File: config.mk
export PLATFORM = sky130hd
export DESIGN_NAME = dlwd_top
export DESIGN_NICKNAME = d
export VERILOG_FILES = /design/src/verilog/dlwd_pkg.sv /design/src/verilog/dlwd_top.sv
export SDC_FILE = /design/constraint.sdc
export NUM_CORES = 1
export LEC_CHECK = 0
export ABC_CLOCK_PERIOD_IN_PS = 4300
export BUFFER_PORTS_ARGS = -buffer_cell sky130_fd_sc_hd__buf_2
export CORE_ASPECT_RATIO = 1.2
export CORE_MARGIN = 2
export CORE_UTILIZATION = 51
export CTS_CLUSTER_DIAMETER = 40
export DETAILED_ROUTE_END_ITERATION = 10
export GPL_TIMING_DRIVEN = 0
export PLACE_DENSITY = 0.7
export SYNTH_ARGS = -nofsm -noshare
export SYNTH_HDL_FRONTEND = slang
export SYNTH_SLANG_ARGS = --single-unit
File: constraint.sdc
create_clock -name hclk -period 4.3 [get_ports hclk]
set_clock_uncertainty 0.2 [all_clocks]
set_input_delay 0.86 -clock hclk [delete_from_list [all_inputs] [get_ports hclk]]
set_output_delay 0.86 -clock hclk [all_outputs]
set_load 0.1 [all_outputs]
File: src/verilog/dlwd_pkg.sv
// constants for the dual level watchdog
// How it works
// - fast mode spans 2 ms, 8 us steps
// - slow mode spans 16.3 ms, 64 us steps
// - config writes only in init state
// - diag state starts window supervision, freezes config
// - timeout disable allows staying initial forever
// - correct refresh outside window raises error
// - wrong refresh code never raises error
// - correct in-window refresh restarts the window
// - codes A and B either order clear timer
// - refresh register reads window timer value
// - algorithmic refresh accepted any time before expiry
// - init at startup and non-stop safing reset
// - default key in init starts seed init
// - test state: no reset, lock not raised, latch only
// - qualify state counts errors before acting
// - retry counter increments per qualified error
// - retries exhausted leads to lock state
// - stopping state lasts 1 ms then leaves
// - stop state blocks key recovery
// - algorithmic reset state lasts 1 ms
// - fsm reset forces init, clears signals
// - override state disables algorithmic supervision
// - window error enters 1 ms reset state
// - eight bit key is seed xor previous plus one
// - disable pin clears timers, blocks faults
package dlwd_pkg;
	localparam int          CLK_PERIOD_PS  = 5000;
	localparam int          T_STEP_FAST_PS = 8000000;
	localparam int          T_STEP_SLOW_PS = 64000000;
	localparam int          T_SPAN_FAST_US = 2000;
	localparam int          T_SPAN_SLOW_US = 16300;
	localparam int          T_STATE_MS     = 1;
	localparam int          T_INIT_MS      = 500;
	localparam int          STEP_FAST_CYC  = T_STEP_FAST_PS / CLK_PERIOD_PS;
	localparam int          STEP_SLOW_CYC  = T_STEP_SLOW_PS / CLK_PERIOD_PS;
	localparam int          CYC_PER_MS     = 1000000000 / CLK_PERIOD_PS;
	// scaled to nanoseconds so the products stay inside a 32-bit int
	localparam logic [7:0]  SPAN_FAST_STEPS = 8'(T_SPAN_FAST_US * 1000 / (T_STEP_FAST_PS / 1000));
	localparam logic [7:0]  SPAN_SLOW_STEPS = 8'(T_SPAN_SLOW_US * 1000 / (T_STEP_SLOW_PS / 1000));
	// register byte offsets
	localparam logic [7:0]  REG_CONFIG  = 8'h00;
	localparam logic [7:0]  REG_REFRESH = 8'h04;
	localparam logic [7:0]  REG_KEY     = 8'h08;
	localparam logic [7:0]  REG_COMMAND = 8'h0C;
	localparam logic [7:0]  REG_STATUS  = 8'h10;
	localparam logic [7:0]  REG_SEED    = 8'h14;
	// config fields and reset values
	localparam int          CFG_SLOW_BIT = 0;
	localparam int          CFG_OPEN_LSB = 8;
	localparam int          CFG_LEN_LSB  = 16;
	localparam logic [7:0]  OPEN_RST     = 8'h40;
	localparam logic [7:0]  LEN_RST      = 8'h80;
	// command bits
	localparam int          CMD_DIAG    = 0;
	localparam int          CMD_TO_DIS  = 1;
	localparam int          CMD_TEST    = 2;
	localparam int          CMD_OVR     = 3;
	localparam int          CMD_RECOVER = 4;
	localparam int          CMD_FSM_RST = 5;
	localparam int          CMD_SSM_RST = 6;
	// refresh codes
	localparam logic [1:0]  CODE_A = 2'h1;
	localparam logic [1:0]  CODE_B = 2'h2;
	// window watchdog states
	typedef enum logic [2:0] {
		W1_INIT  = 3'h1,
		W1_RUN   = 3'h2,
		W1_RESET = 3'h4
	} dlwd_w1_t;
	// algorithmic watchdog states
	typedef enum logic [9:0] {
		W2_INIT     = 10'h001,
		W2_OVERRIDE = 10'h002,
		W2_SEEDINIT = 10'h004,
		W2_RUN      = 10'h008,
		W2_TEST     = 10'h010,
		W2_QUAL     = 10'h020,
		W2_LOCK     = 10'h040,
		W2_STOPPING = 10'h080,
		W2_STOP     = 10'h100,
		W2_RESET    = 10'h200
	} dlwd_w2_t;
endpackage

File: src/verilog/dlwd_top.sv
// dual level watchdog with ahb-lite register slave
`timescale 1ns/100ps
module dlwd_top #(
	parameter int         STEP_SLOW_CYC = dlwd_pkg::STEP_SLOW_CYC,
	parameter int         MS_CYC        = dlwd_pkg::T_STATE_MS * dlwd_pkg::CYC_PER_MS,
	parameter int         INIT_CYC      = dlwd_pkg::T_INIT_MS * dlwd_pkg::CYC_PER_MS,
	parameter int         WD2_TMO_CYC   = 20000000,
	parameter logic [3:0] RETRY_MAX     = 4'h3,
	parameter logic [7:0] DEFAULT_KEY   = 8'h5A
) (
	input  wire logic        hclk,
	input  wire logic        hresetn,
	input  wire logic        hsel,
	input  wire logic [31:0] haddr,
	input  wire logic [1:0]  htrans,
	input  wire logic        hwrite,
	input  wire logic [2:0]  hsize,
	input  wire logic [31:0] hwdata,
	input  wire logic        hready,
	output logic             hreadyout,
	output logic             hresp,
	output logic [31:0]      hrdata,
	input  wire logic        watchdog_disable_pin,
	output logic             wd_reset_out,
	output logic             algorithmic_lock_flag,
	output logic             window_error
);
	logic              dis_meta;
	logic              dis;
	logic              dp_wr;
	logic [7:0]        dp_addr;
	logic              op_diag;
	logic              to_dis;
	logic              cfg_slow;
	logic [7:0]        open_steps;
	logic [7:0]        len_steps;
	logic [15:0]       step_cnt;
	logic              step_tick;
	logic [7:0]        w1_timer;
	logic [1:0]        half_code;
	logic [31:0]       init_cnt;
	logic [31:0]       w1_ms;
	logic              window_latch;
	dlwd_pkg::dlwd_w1_t w1_state;
	logic [31:0]       w2_cnt;
	logic [31:0]       w2_ms;
	logic [7:0]        seed_run;
	logic [7:0]        seed;
	logic [7:0]        prev_key;
	logic [7:0]        exp_key;
	logic [3:0]        retry_counter;
	logic              test_flag;
	logic              recovered;
	logic              algorithmic_reset_latch;
	dlwd_pkg::dlwd_w2_t w2_state;

	// returns value of a write bit in the command register
	function automatic logic cmd_bit(input logic [7:0] a, input logic w, input logic [31:0] d,
		input int b);
		cmd_bit = w && a == dlwd_pkg::REG_COMMAND && d[b];
	endfunction

	// ahb-lite: zero wait, always okay
	assign hreadyout = 1'b1;
	assign hresp     = 1'b0;

	// disable pin synchroniser
	always_ff @(posedge hclk or negedge hresetn) begin
		if (!hresetn) begin
			dis_meta <= 1'b0;
			dis      <= 1'b0;
		end else begin
			dis_meta <= watchdog_disable_pin;
			dis      <= dis_meta;
		end
	end

	// address phase capture and registered read data
	always_ff @(posedge hclk or negedge hresetn) begin
		if (!hresetn) begin
			dp_wr   <= 1'b0;
			dp_addr <= 8'h00;
			hrdata  <= 32'h0000_0000;
		end else if (hready) begin
			dp_wr   <= hsel && htrans[1] && hwrite;
			dp_addr <= haddr[7:0];
			if (hsel && htrans[1] && !hwrite) begin
				unique case (haddr[7:0])
					dlwd_pkg::REG_CONFIG:  hrdata <= {8'h00, len_steps, open_steps, 7'h00, cfg_slow};
					dlwd_pkg::REG_REFRESH: hrdata <= {24'h000000, w1_timer};
					dlwd_pkg::REG_STATUS:  hrdata <= {retry_counter, 2'h0, w2_state, 5'h00, w1_state,
						2'h0, to_dis, op_diag, dis, algorithmic_lock_flag,
						algorithmic_reset_latch, window_latch};
					dlwd_pkg::REG_SEED:    hrdata <= {16'h0000, prev_key, seed};
					default:               hrdata <= 32'h0000_0000;
				endcase
			end
		end
	end

	// write strobes in the data phase
	logic wr_cfg;
	logic wr_ref;
	logic wr_key;
	logic wr_stat;
	logic fsm_rst;
	logic ssm_rst;
	assign wr_cfg  = dp_wr && dp_addr == dlwd_pkg::REG_CONFIG;
	assign wr_ref  = dp_wr && dp_addr == dlwd_pkg::REG_REFRESH;
	assign wr_key  = dp_wr && dp_addr == dlwd_pkg::REG_KEY;
	assign wr_stat = dp_wr && dp_addr == dlwd_pkg::REG_STATUS;
	assign fsm_rst = cmd_bit(dp_addr, dp_wr, hwdata, dlwd_pkg::CMD_FSM_RST);
	assign ssm_rst = cmd_bit(dp_addr, dp_wr, hwdata, dlwd_pkg::CMD_SSM_RST);

	// operating state, timeout disable and frozen configuration
	always_ff @(posedge hclk or negedge hresetn) begin
		if (!hresetn) begin
			op_diag    <= 1'b0;
			to_dis     <= 1'b0;
			cfg_slow   <= 1'b0;
			open_steps <= dlwd_pkg::OPEN_RST;
			len_steps  <= dlwd_pkg::LEN_RST;
		end else begin
			if (cmd_bit(dp_addr, dp_wr, hwdata, dlwd_pkg::CMD_DIAG))
				op_diag <= 1'b1;
			if (fsm_rst)
				to_dis <= 1'b0;
			else if (cmd_bit(dp_addr, dp_wr, hwdata, dlwd_pkg::CMD_TO_DIS))
				to_dis <= 1'b1;
			if (wr_cfg && !op_diag) begin
				cfg_slow   <= hwdata[dlwd_pkg::CFG_SLOW_BIT];
				open_steps <= hwdata[dlwd_pkg::CFG_OPEN_LSB +: 8];
				len_steps  <= hwdata[dlwd_pkg::CFG_LEN_LSB +: 8];
			end
		end
	end

	// step divider, 8 us or 64 us ticks
	always_ff @(posedge hclk or negedge hresetn) begin
		if (!hresetn)
			step_cnt <= 16'h0000;
		else if (step_tick || dis)
			step_cnt <= 16'h0000;
		else
			step_cnt <= step_cnt + 16'h0001;
	end
	assign step_tick = step_cnt == 16'(cfg_slow ? STEP_SLOW_CYC - 1
		: dlwd_pkg::STEP_FAST_CYC - 1);

	// refresh code pairing and window decode
	logic       code_ok;
	logic       pair_done;
	logic [8:0] win_end;
	logic       in_window;
	logic [7:0] span_max;
	logic       w1_active;
	logic       w1_err;
	assign code_ok   = wr_ref && (hwdata[1:0] == dlwd_pkg::CODE_A
		|| hwdata[1:0] == dlwd_pkg::CODE_B);
	assign pair_done = code_ok && half_code != 2'h0 && hwdata[1:0] != half_code;
	assign win_end   = {1'b0, open_steps} + {1'b0, len_steps};
	assign in_window = w1_timer >= open_steps && {1'b0, w1_timer} < win_end;
	assign span_max  = cfg_slow ? dlwd_pkg::SPAN_SLOW_STEPS : dlwd_pkg::SPAN_FAST_STEPS;
	assign w1_active = op_diag && !dis;
	// early, late or missed initial service
	assign w1_err = w1_active && (
		(w1_state == dlwd_pkg::W1_RUN && pair_done && !in_window) ||
		(w1_state == dlwd_pkg::W1_RUN && ({1'b0, w1_timer} >= win_end || w1_timer == span_max)) ||
		(w1_state == dlwd_pkg::W1_INIT && !to_dis
			&& init_cnt == 32'(INIT_CYC - 1)));

	always_ff @(posedge hclk or negedge hresetn) begin
		if (!hresetn)
			half_code <= 2'h0;
		else if (fsm_rst || pair_done)
			half_code <= 2'h0;
		else if (code_ok)
			half_code <= hwdata[1:0];
	end

	// window watchdog timer
	always_ff @(posedge hclk or negedge hresetn) begin
		if (!hresetn)
			w1_timer <= 8'h00;
		else if (!w1_active || fsm_rst || w1_state != dlwd_pkg::W1_RUN || pair_done)
			w1_timer <= 8'h00;
		else if (step_tick && w1_timer != span_max)
			w1_timer <= w1_timer + 8'h01;
	end

	// initial allowance and reset duration counters
	always_ff @(posedge hclk or negedge hresetn) begin
		if (!hresetn) begin
			init_cnt <= 32'h0000_0000;
			w1_ms    <= 32'h0000_0000;
		end else begin
			if (w1_active && w1_state == dlwd_pkg::W1_INIT && !to_dis && !w1_err)
				init_cnt <= init_cnt + 32'h0000_0001;
			else
				init_cnt <= 32'h0000_0000;
			if (w1_state == dlwd_pkg::W1_RESET)
				w1_ms <= w1_ms + 32'h0000_0001;
			else
				w1_ms <= 32'h0000_0000;
		end
	end

	// window watchdog state machine
	always_ff @(posedge hclk or negedge hresetn) begin
		if (!hresetn)
			w1_state <= dlwd_pkg::W1_INIT;
		else if (fsm_rst)
			w1_state <= dlwd_pkg::W1_INIT;
		else begin
			unique case (w1_state)
				dlwd_pkg::W1_INIT: begin
					if (w1_err)
						w1_state <= dlwd_pkg::W1_RESET;
					else if (w1_active && pair_done)
						w1_state <= dlwd_pkg::W1_RUN;
				end
				dlwd_pkg::W1_RUN: begin
					if (w1_err)
						w1_state <= dlwd_pkg::W1_RESET;
				end
				dlwd_pkg::W1_RESET: begin
					if (w1_ms == 32'(MS_CYC - 1))
						w1_state <= dlwd_pkg::W1_INIT;
				end
			endcase
		end
	end

	// window error pulse and sticky status, set beats clear
	always_ff @(posedge hclk or negedge hresetn) begin
		if (!hresetn) begin
			window_error <= 1'b0;
			window_latch <= 1'b0;
		end else begin
			window_error <= w1_err;
			if (w1_err)
				window_latch <= 1'b1;
			else if (fsm_rst || (wr_stat && hwdata[0]))
				window_latch <= 1'b0;
		end
	end

	// algorithmic watchdog decode
	logic key_ok;
	logic w2_timing;
	logic w2_exp;
	logic w2_ms_done;
	assign key_ok     = wr_key && hwdata[7:0] == (w2_state == dlwd_pkg::W2_INIT
		? DEFAULT_KEY : exp_key);
	assign w2_timing  = !dis && (w2_state == dlwd_pkg::W2_SEEDINIT || w2_state == dlwd_pkg::W2_RUN
		|| w2_state == dlwd_pkg::W2_QUAL || w2_state == dlwd_pkg::W2_TEST);
	assign w2_exp     = w2_timing && w2_cnt == 32'(WD2_TMO_CYC - 1);
	assign w2_ms_done = w2_ms == 32'(MS_CYC - 1);

	// seed counter, seed latch and key chain
	always_ff @(posedge hclk or negedge hresetn) begin
		if (!hresetn) begin
			seed_run <= 8'h00;
			seed     <= 8'h00;
			prev_key <= 8'h00;
			exp_key  <= 8'h00;
		end else begin
			seed_run <= seed_run + 8'h01;
			if (fsm_rst) begin
				seed     <= 8'h00;
				prev_key <= 8'h00;
				exp_key  <= 8'h00;
			end else if (key_ok && w2_state != dlwd_pkg::W2_STOP
				&& w2_state != dlwd_pkg::W2_OVERRIDE) begin
				seed     <= seed_run;
				prev_key <= hwdata[7:0];
				exp_key  <= (seed_run ^ hwdata[7:0]) + 8'h01;
			end
		end
	end

	// maximum time and state duration counters
	always_ff @(posedge hclk or negedge hresetn) begin
		if (!hresetn) begin
			w2_cnt <= 32'h0000_0000;
			w2_ms  <= 32'h0000_0000;
		end else begin
			if (!w2_timing || key_ok || w2_exp || fsm_rst)
				w2_cnt <= 32'h0000_0000;
			else
				w2_cnt <= w2_cnt + 32'h0000_0001;
			if ((w2_state == dlwd_pkg::W2_RESET || w2_state == dlwd_pkg::W2_STOPPING) && !w2_ms_done)
				w2_ms <= w2_ms + 32'h0000_0001;
			else
				w2_ms <= 32'h0000_0000;
		end
	end

	// algorithmic watchdog state machine
	always_ff @(posedge hclk or negedge hresetn) begin
		if (!hresetn)
			w2_state <= dlwd_pkg::W2_INIT;
		else if (fsm_rst)
			w2_state <= dlwd_pkg::W2_INIT;
		else if (ssm_rst && w2_state != dlwd_pkg::W2_STOP)
			w2_state <= dlwd_pkg::W2_INIT;
		else begin
			unique case (w2_state)
				dlwd_pkg::W2_INIT: begin
					if (cmd_bit(dp_addr, dp_wr, hwdata, dlwd_pkg::CMD_OVR))
						w2_state <= dlwd_pkg::W2_OVERRIDE;
					else if (key_ok)
						w2_state <= dlwd_pkg::W2_SEEDINIT;
				end
				dlwd_pkg::W2_OVERRIDE: w2_state <= dlwd_pkg::W2_OVERRIDE;
				dlwd_pkg::W2_SEEDINIT, dlwd_pkg::W2_RUN: begin
					if (key_ok)
						w2_state <= dlwd_pkg::W2_RUN;
					else if (w2_exp)
						w2_state <= dlwd_pkg::W2_QUAL;
					else if (w2_state == dlwd_pkg::W2_RUN
						&& cmd_bit(dp_addr, dp_wr, hwdata, dlwd_pkg::CMD_TEST))
						w2_state <= dlwd_pkg::W2_TEST;
				end
				dlwd_pkg::W2_QUAL: begin
					if (key_ok)
						w2_state <= dlwd_pkg::W2_RUN;
					else if (w2_exp && retry_counter + 4'h1 >= RETRY_MAX)
						w2_state <= dlwd_pkg::W2_RESET;
				end
				dlwd_pkg::W2_TEST: begin
					if (key_ok)
						w2_state <= dlwd_pkg::W2_RUN;
					else if (w2_exp)
						w2_state <= dlwd_pkg::W2_RESET;
				end
				dlwd_pkg::W2_RESET: begin
					if (w2_ms_done)
						w2_state <= test_flag ? dlwd_pkg::W2_RUN : dlwd_pkg::W2_LOCK;
				end
				dlwd_pkg::W2_LOCK: begin
					if (key_ok)
						w2_state <= recovered ? dlwd_pkg::W2_STOPPING : dlwd_pkg::W2_RUN;
				end
				dlwd_pkg::W2_STOPPING: begin
					if (w2_ms_done)
						w2_state <= dlwd_pkg::W2_STOP;
				end
				dlwd_pkg::W2_STOP: w2_state <= dlwd_pkg::W2_STOP;
			endcase
		end
	end

	// retry counter, test marker, recovery memory
	always_ff @(posedge hclk or negedge hresetn) begin
		if (!hresetn) begin
			retry_counter <= 4'h0;
			test_flag     <= 1'b0;
			recovered     <= 1'b0;
		end else if (fsm_rst) begin
			retry_counter <= 4'h0;
			test_flag     <= 1'b0;
			recovered     <= 1'b0;
		end else begin
			if (w2_exp && (w2_state == dlwd_pkg::W2_QUAL || w2_state == dlwd_pkg::W2_RUN
				|| w2_state == dlwd_pkg::W2_SEEDINIT))
				retry_counter <= retry_counter + 4'h1;
			else if (cmd_bit(dp_addr, dp_wr, hwdata, dlwd_pkg::CMD_RECOVER))
				retry_counter <= 4'h0;
			if (w2_state == dlwd_pkg::W2_TEST)
				test_flag <= 1'b1;
			else if (w2_state != dlwd_pkg::W2_RESET)
				test_flag <= 1'b0;
			if (w2_state == dlwd_pkg::W2_LOCK && key_ok)
				recovered <= 1'b1;
		end
	end

	// lock flag and reset latch; lock flag is raised at startup
	always_ff @(posedge hclk or negedge hresetn) begin
		if (!hresetn) begin
			algorithmic_lock_flag   <= 1'b1;
			algorithmic_reset_latch <= 1'b0;
			wd_reset_out            <= 1'b0;
		end else begin
			if (fsm_rst)
				algorithmic_lock_flag <= 1'b0;
			else if (w2_state == dlwd_pkg::W2_RESET && !test_flag)
				algorithmic_lock_flag <= 1'b1;
			if (fsm_rst)
				algorithmic_reset_latch <= 1'b0; // fsm reset outranks a set
			else if (w2_state == dlwd_pkg::W2_RESET)
				algorithmic_reset_latch <= 1'b1;
			wd_reset_out <= w1_state == dlwd_pkg::W1_RESET
				|| (w2_state == dlwd_pkg::W2_RESET && !test_flag);
		end
	end
endmodule
==> results.json <==
{
  "max-clock-path-buffers": 3,
  "tightest_slew_ns": 0.8795,
  "drt-pass1-iter-count": 5,
  "synth_top_family_by_area": "simple AND/OR/NAND/NOR gates",
  "power.combinational.fraction": 0.097,
  "timing.hold.worst.class": "in2async",
  "die_area_mm2": 0.02837,
  "numClockSinks": 270,
  "drive_gt1_frac": 0.1352,
  "synth.ff_latch_count": 270,
  "rsz_0062_raised_after_global_routing": "no",
  "synth_enable_flop_cells": 0,
  "final_min_period_over_clock_period": 0.8676,
  "floorplan.io_pins": 112,
  "die_width_um": 154.1,
  "grt_pass1_wl_mm": 53.92,
  "layout-area-overhead-vs-synth_pct": 17.99,
  "yosysUniqueCellTypes": 73,
  "final_antenna_net_count": 0,
  "cp.arrival_ns": 3.98,
  "yosysMostFrequentCell": "sky130_fd_sc_hd__dfrtp_1",
  "port_buffers": 67,
  "syn_inst": 1425,
  "tritoncts": "done",
  "grt_start_max_net_pins": 119,
  "drv_slew": 0,
  "hold_slack_ns": 0.01757,
  "maxClockFrequency_ghz": 0.2680,
  "max_cap_viol_count": 0,
  "synth_xor_area_frac": 0.1035,
  "overflow": 0,
  "via_per_instance_ratio": 5.588,
  "ys_seq_area_frac": 0.4905,
  "clk_pin_slew_worst_paths_ns": 0.05,
  "power.net_switching_mw": 1.806,
  "max_stage_delay_ns": 0.44,
  "cts_repair_resize_count": 0,
  "post_cts.repair.setup_buffers": 0,
  "grt_use_total": 0.2340,
  "path_class": "reg2reg",
  "final_critical_path_required_period_ns": 3.731,
  "vdd_ir_drop_max_mv": 0.4260,
  "regToRegStartpoint": "open_steps[1]$_DFFE_PN0P_",
  "post-route-drc-count": 0,
  "synth_flop_cell": "sky130_fd_sc_hd__dfrtp_1",
  "synth-warning-count": 0,
  "via_count_of_the_first_global_routing_pass": 10820,
  "design_power_total_mw": 7.288,
  "synth_area_leader_cell": "sky130_fd_sc_hd__dfrtp_1",
  "power.density_mw_per_mm2": 448.0,
  "final_core_util": 0.6155,
  "via_count": 10690,
  "layout.nets": 1652,
  "endpoint_kind": "register",
  "cts-hold-fix-buffers": 0,
  "cellInternalPower_mw": 5.482,
  "worst_skew_pair.late_latency_ns": 0.53,
  "mappedNetlistArea_mm2": 0.01379,
  "async_flop_share": 1.000,
  "leakage_nw": 7.234,
  "cts_htree_levels": 2,
  "synth_mux_area_frac": 0.03775,
  "power.share.switching": 0.2478,
  "critPathMaxFanout": 4,
  "synth_area_per_cell_um2": 9.676,
  "post_layout_nonfiller_instances": 1912,
  "wirelength_mm": 32.26,
  "clock_tree.root_cell": "sky130_fd_sc_hd__clkbuf_16",
  "number_of_antenna_violations_at_the_first_check_in_global_routing": 2,
  "detail_route.wl_per_cell_um": 16.87,
  "post-synth-top-area-fraction": 0.4809,
  "synth-compound-area-share": 0.07486,
  "dpl.hpwl_mm": 22.91,
  "yosys.area_share.simple": 0.2340,
  "cts_inserted_buffers": 43,
  "cp_data_required_time_ns": 4.55,
  "gp_routability_congestion": 0.8678,
  "synth_adder_area_share": 0.03321,
  "p_clk_frac": 0.535,
  "number_of_placement_rows": 65,
  "final_hold_viol_count": 0,
  "seq_power_share": 0.368,
  "initial_utilization": 0.5217,
  "outcome": "complete, no violations",
  "crit_path_start_kind": "register",
  "die_height_um": 184.1,
  "critical_path.top_delay_family": "compound AO/OA/AOI/OAI gates",
  "setup.worst_path.start": "open_steps[1]$_DFFE_PN0P_",
  "yosys-top-cells-area": "sky130_fd_sc_hd__dfrtp_1, sky130_fd_sc_hd__xor2_1, sky130_fd_sc_hd__nor2_1, sky130_fd_sc_hd__nand2_1, sky130_fd_sc_hd__xnor2_1",
  "critical_path.slowest_cell": "sky130_fd_sc_hd__dfrtp_1",
  "timing.critical_path.buf_inv": 1,
  "critical_path.cell_chain": "ha_1, a21o_1, a21oi_1, o21bai_1, a21oi_1, o21ai_0, xnor2_1, ha_1, and3_1, a221o_1, nand4_1, nor2b_1, inv_1, nor3b_1",
  "yosys-top-cells-count": "sky130_fd_sc_hd__dfrtp_1, sky130_fd_sc_hd__nor2_1, sky130_fd_sc_hd__nand2_1",
  "max_slew_margin": 0.4054,
  "finalSetupViolCount": 0,
  "number_of_drc_markers_in_iteration_0": 530,
  "std_cell_core_area_mm2": 0.02643,
  "number_of_placed_instances_taps_included": 1831
}
## cells in the final DEF, fill, tap and decap left out, types with 16 or more instances in the layout
| cell | synthesis | layout |
|---|---|---|
| sky130_fd_sc_hd__o21ai_0 | 57 | 57 |
| sky130_fd_sc_hd__xnor2_1 | 57 | 57 |
| sky130_fd_sc_hd__mux2_2 | 30 | 30 |
| sky130_fd_sc_hd__xor2_1 | 106 | 106 |
| sky130_fd_sc_hd__dfrtp_1 | 265 | 265 |
| sky130_fd_sc_hd__clkbuf_16 | 0 | 44 |
| sky130_fd_sc_hd__inv_1 | 31 | 31 |
| sky130_fd_sc_hd__or3_1 | 20 | 20 |
| sky130_fd_sc_hd__nor3_1 | 21 | 21 |
| sky130_fd_sc_hd__nand2_1 | 149 | 149 |
| sky130_fd_sc_hd__nor2_1 | 204 | 204 |
| sky130_fd_sc_hd__clkbuf_1 | 41 | 43 |
| sky130_fd_sc_hd__mux2i_1 | 16 | 16 |
| sky130_fd_sc_hd__nand4_1 | 25 | 25 |
| sky130_fd_sc_hd__nor4_1 | 18 | 18 |
| sky130_fd_sc_hd__buf_2 | 3 | 69 |
| sky130_fd_sc_hd__a21oi_1 | 39 | 39 |
| sky130_fd_sc_hd__and3_1 | 36 | 36 |
| sky130_fd_sc_hd__ha_1 | 35 | 35 |
| sky130_fd_sc_hd__nand3_1 | 98 | 98 |
## kinds of logic (layout without fill, tap and decap cells)
kind of cell	Yosys count	count (layout)
simple gates	658	658
flops	270	270
compound gates	164	164
xor+xnor	163	163
buf+inv	85	234
mux	47	47
fa+ha+maj	36	36
other cells	2	5
## state kept, by name (all words and copies together) (netlist names), 10 cells and up
signal    count
w2_state     10
w1_ms        32
init_cnt     32
hrdata       30
w2_ms        32
w2_cnt       32
step_cnt     16
## layout make-up
cell class / instances / area (um2)
diodes: 1 / 2.502
plain buffers: 54 / 236.5
clock buffers: 49 / 1150
clock inverters: 31 / 500.5
fillers: 2216 / 10160
inverters: 31 / 116.4
multi-input cells: 1072 / 6680
flip-flops and latches: 270 / 6763
well taps: 335 / 419.2
repair buffers: 69 / 400.4
## stage by stage
stage / setup slack, ns / TNS [ns] / instance area [um2]
3_5_place_dp: 0.6002 / 0 / 14620
5_1_grt: 0.3226 / 0 / 16270
3_3_place_gp: -2.699 / -712.10 / 14550
2_1_floorplan: 1.172 / 0 / 13800
6_report: 0.5693 / 0 / 16270
4_1_cts: 0.5718 / 0 / 16270
## final timing paths
path | endpoint | slack [ns] | cells past startpoint
min in group hclk | dis$_DFF_PN0_ | 0.15 | 0
min reg2reg | dis$_DFF_PN0_ | 0.15 | 0
min | init_cnt[15]$_DFF_PN0_ | 0.02 | 1
max in group asynchronous | w2_state[3]$_DFFE_PN0P_ | 2.98 | 2
max reg2reg | w1_state[1]$_DFFE_PN0P_ | 0.57 | 14
max | w1_state[1]$_DFFE_PN0P_ | 0.57 | 14
## power by group through the flow
| stage | Sequential [mW] | Clock [mW] | Combinational, mW |
|---|---|---|---|
| after floorplan | 2.71 | 0 | 0.483 |
| final | 2.68 | 3.90 | 0.705 |
| after global routing | 2.69 | 4.09 | 0.794 |
| after CTS | 2.68 | 3.98 | 0.712 |
| after global placement | 2.72 | 0 | 0.688 |
| after detailed placement | 2.72 | 0 | 0.706 |
## worst reg2reg max path, cell delays in order, from the launching register on
cell and delay (ns):
sky130_fd_sc_hd__dfrtp_1 0.44, sky130_fd_sc_hd__ha_1 0.32, sky130_fd_sc_hd__a21o_1 0.18, sky130_fd_sc_hd__a21oi_1 0.22, sky130_fd_sc_hd__o21bai_1 0.09, sky130_fd_sc_hd__a21oi_1 0.25
sky130_fd_sc_hd__o21ai_0 0.17, sky130_fd_sc_hd__xnor2_1 0.15, sky130_fd_sc_hd__ha_1 0.29, sky130_fd_sc_hd__and3_1 0.18, sky130_fd_sc_hd__a221o_1 0.31, sky130_fd_sc_hd__nand4_1 0.11
sky130_fd_sc_hd__nor2b_1 0.40, sky130_fd_sc_hd__inv_1 0.12, sky130_fd_sc_hd__nor3b_1 0.21
## layer usage
metal	GRT usage	vias up	share of wire
met4	0.09084	2	0.034
met5	0	-	0.00022
met3	0.04209	73	0.051
met1	0.2872	5216	0.42
met2	0.4115	217	0.50
li1	-	5177	-
Power figures use the tool's default switching activity.
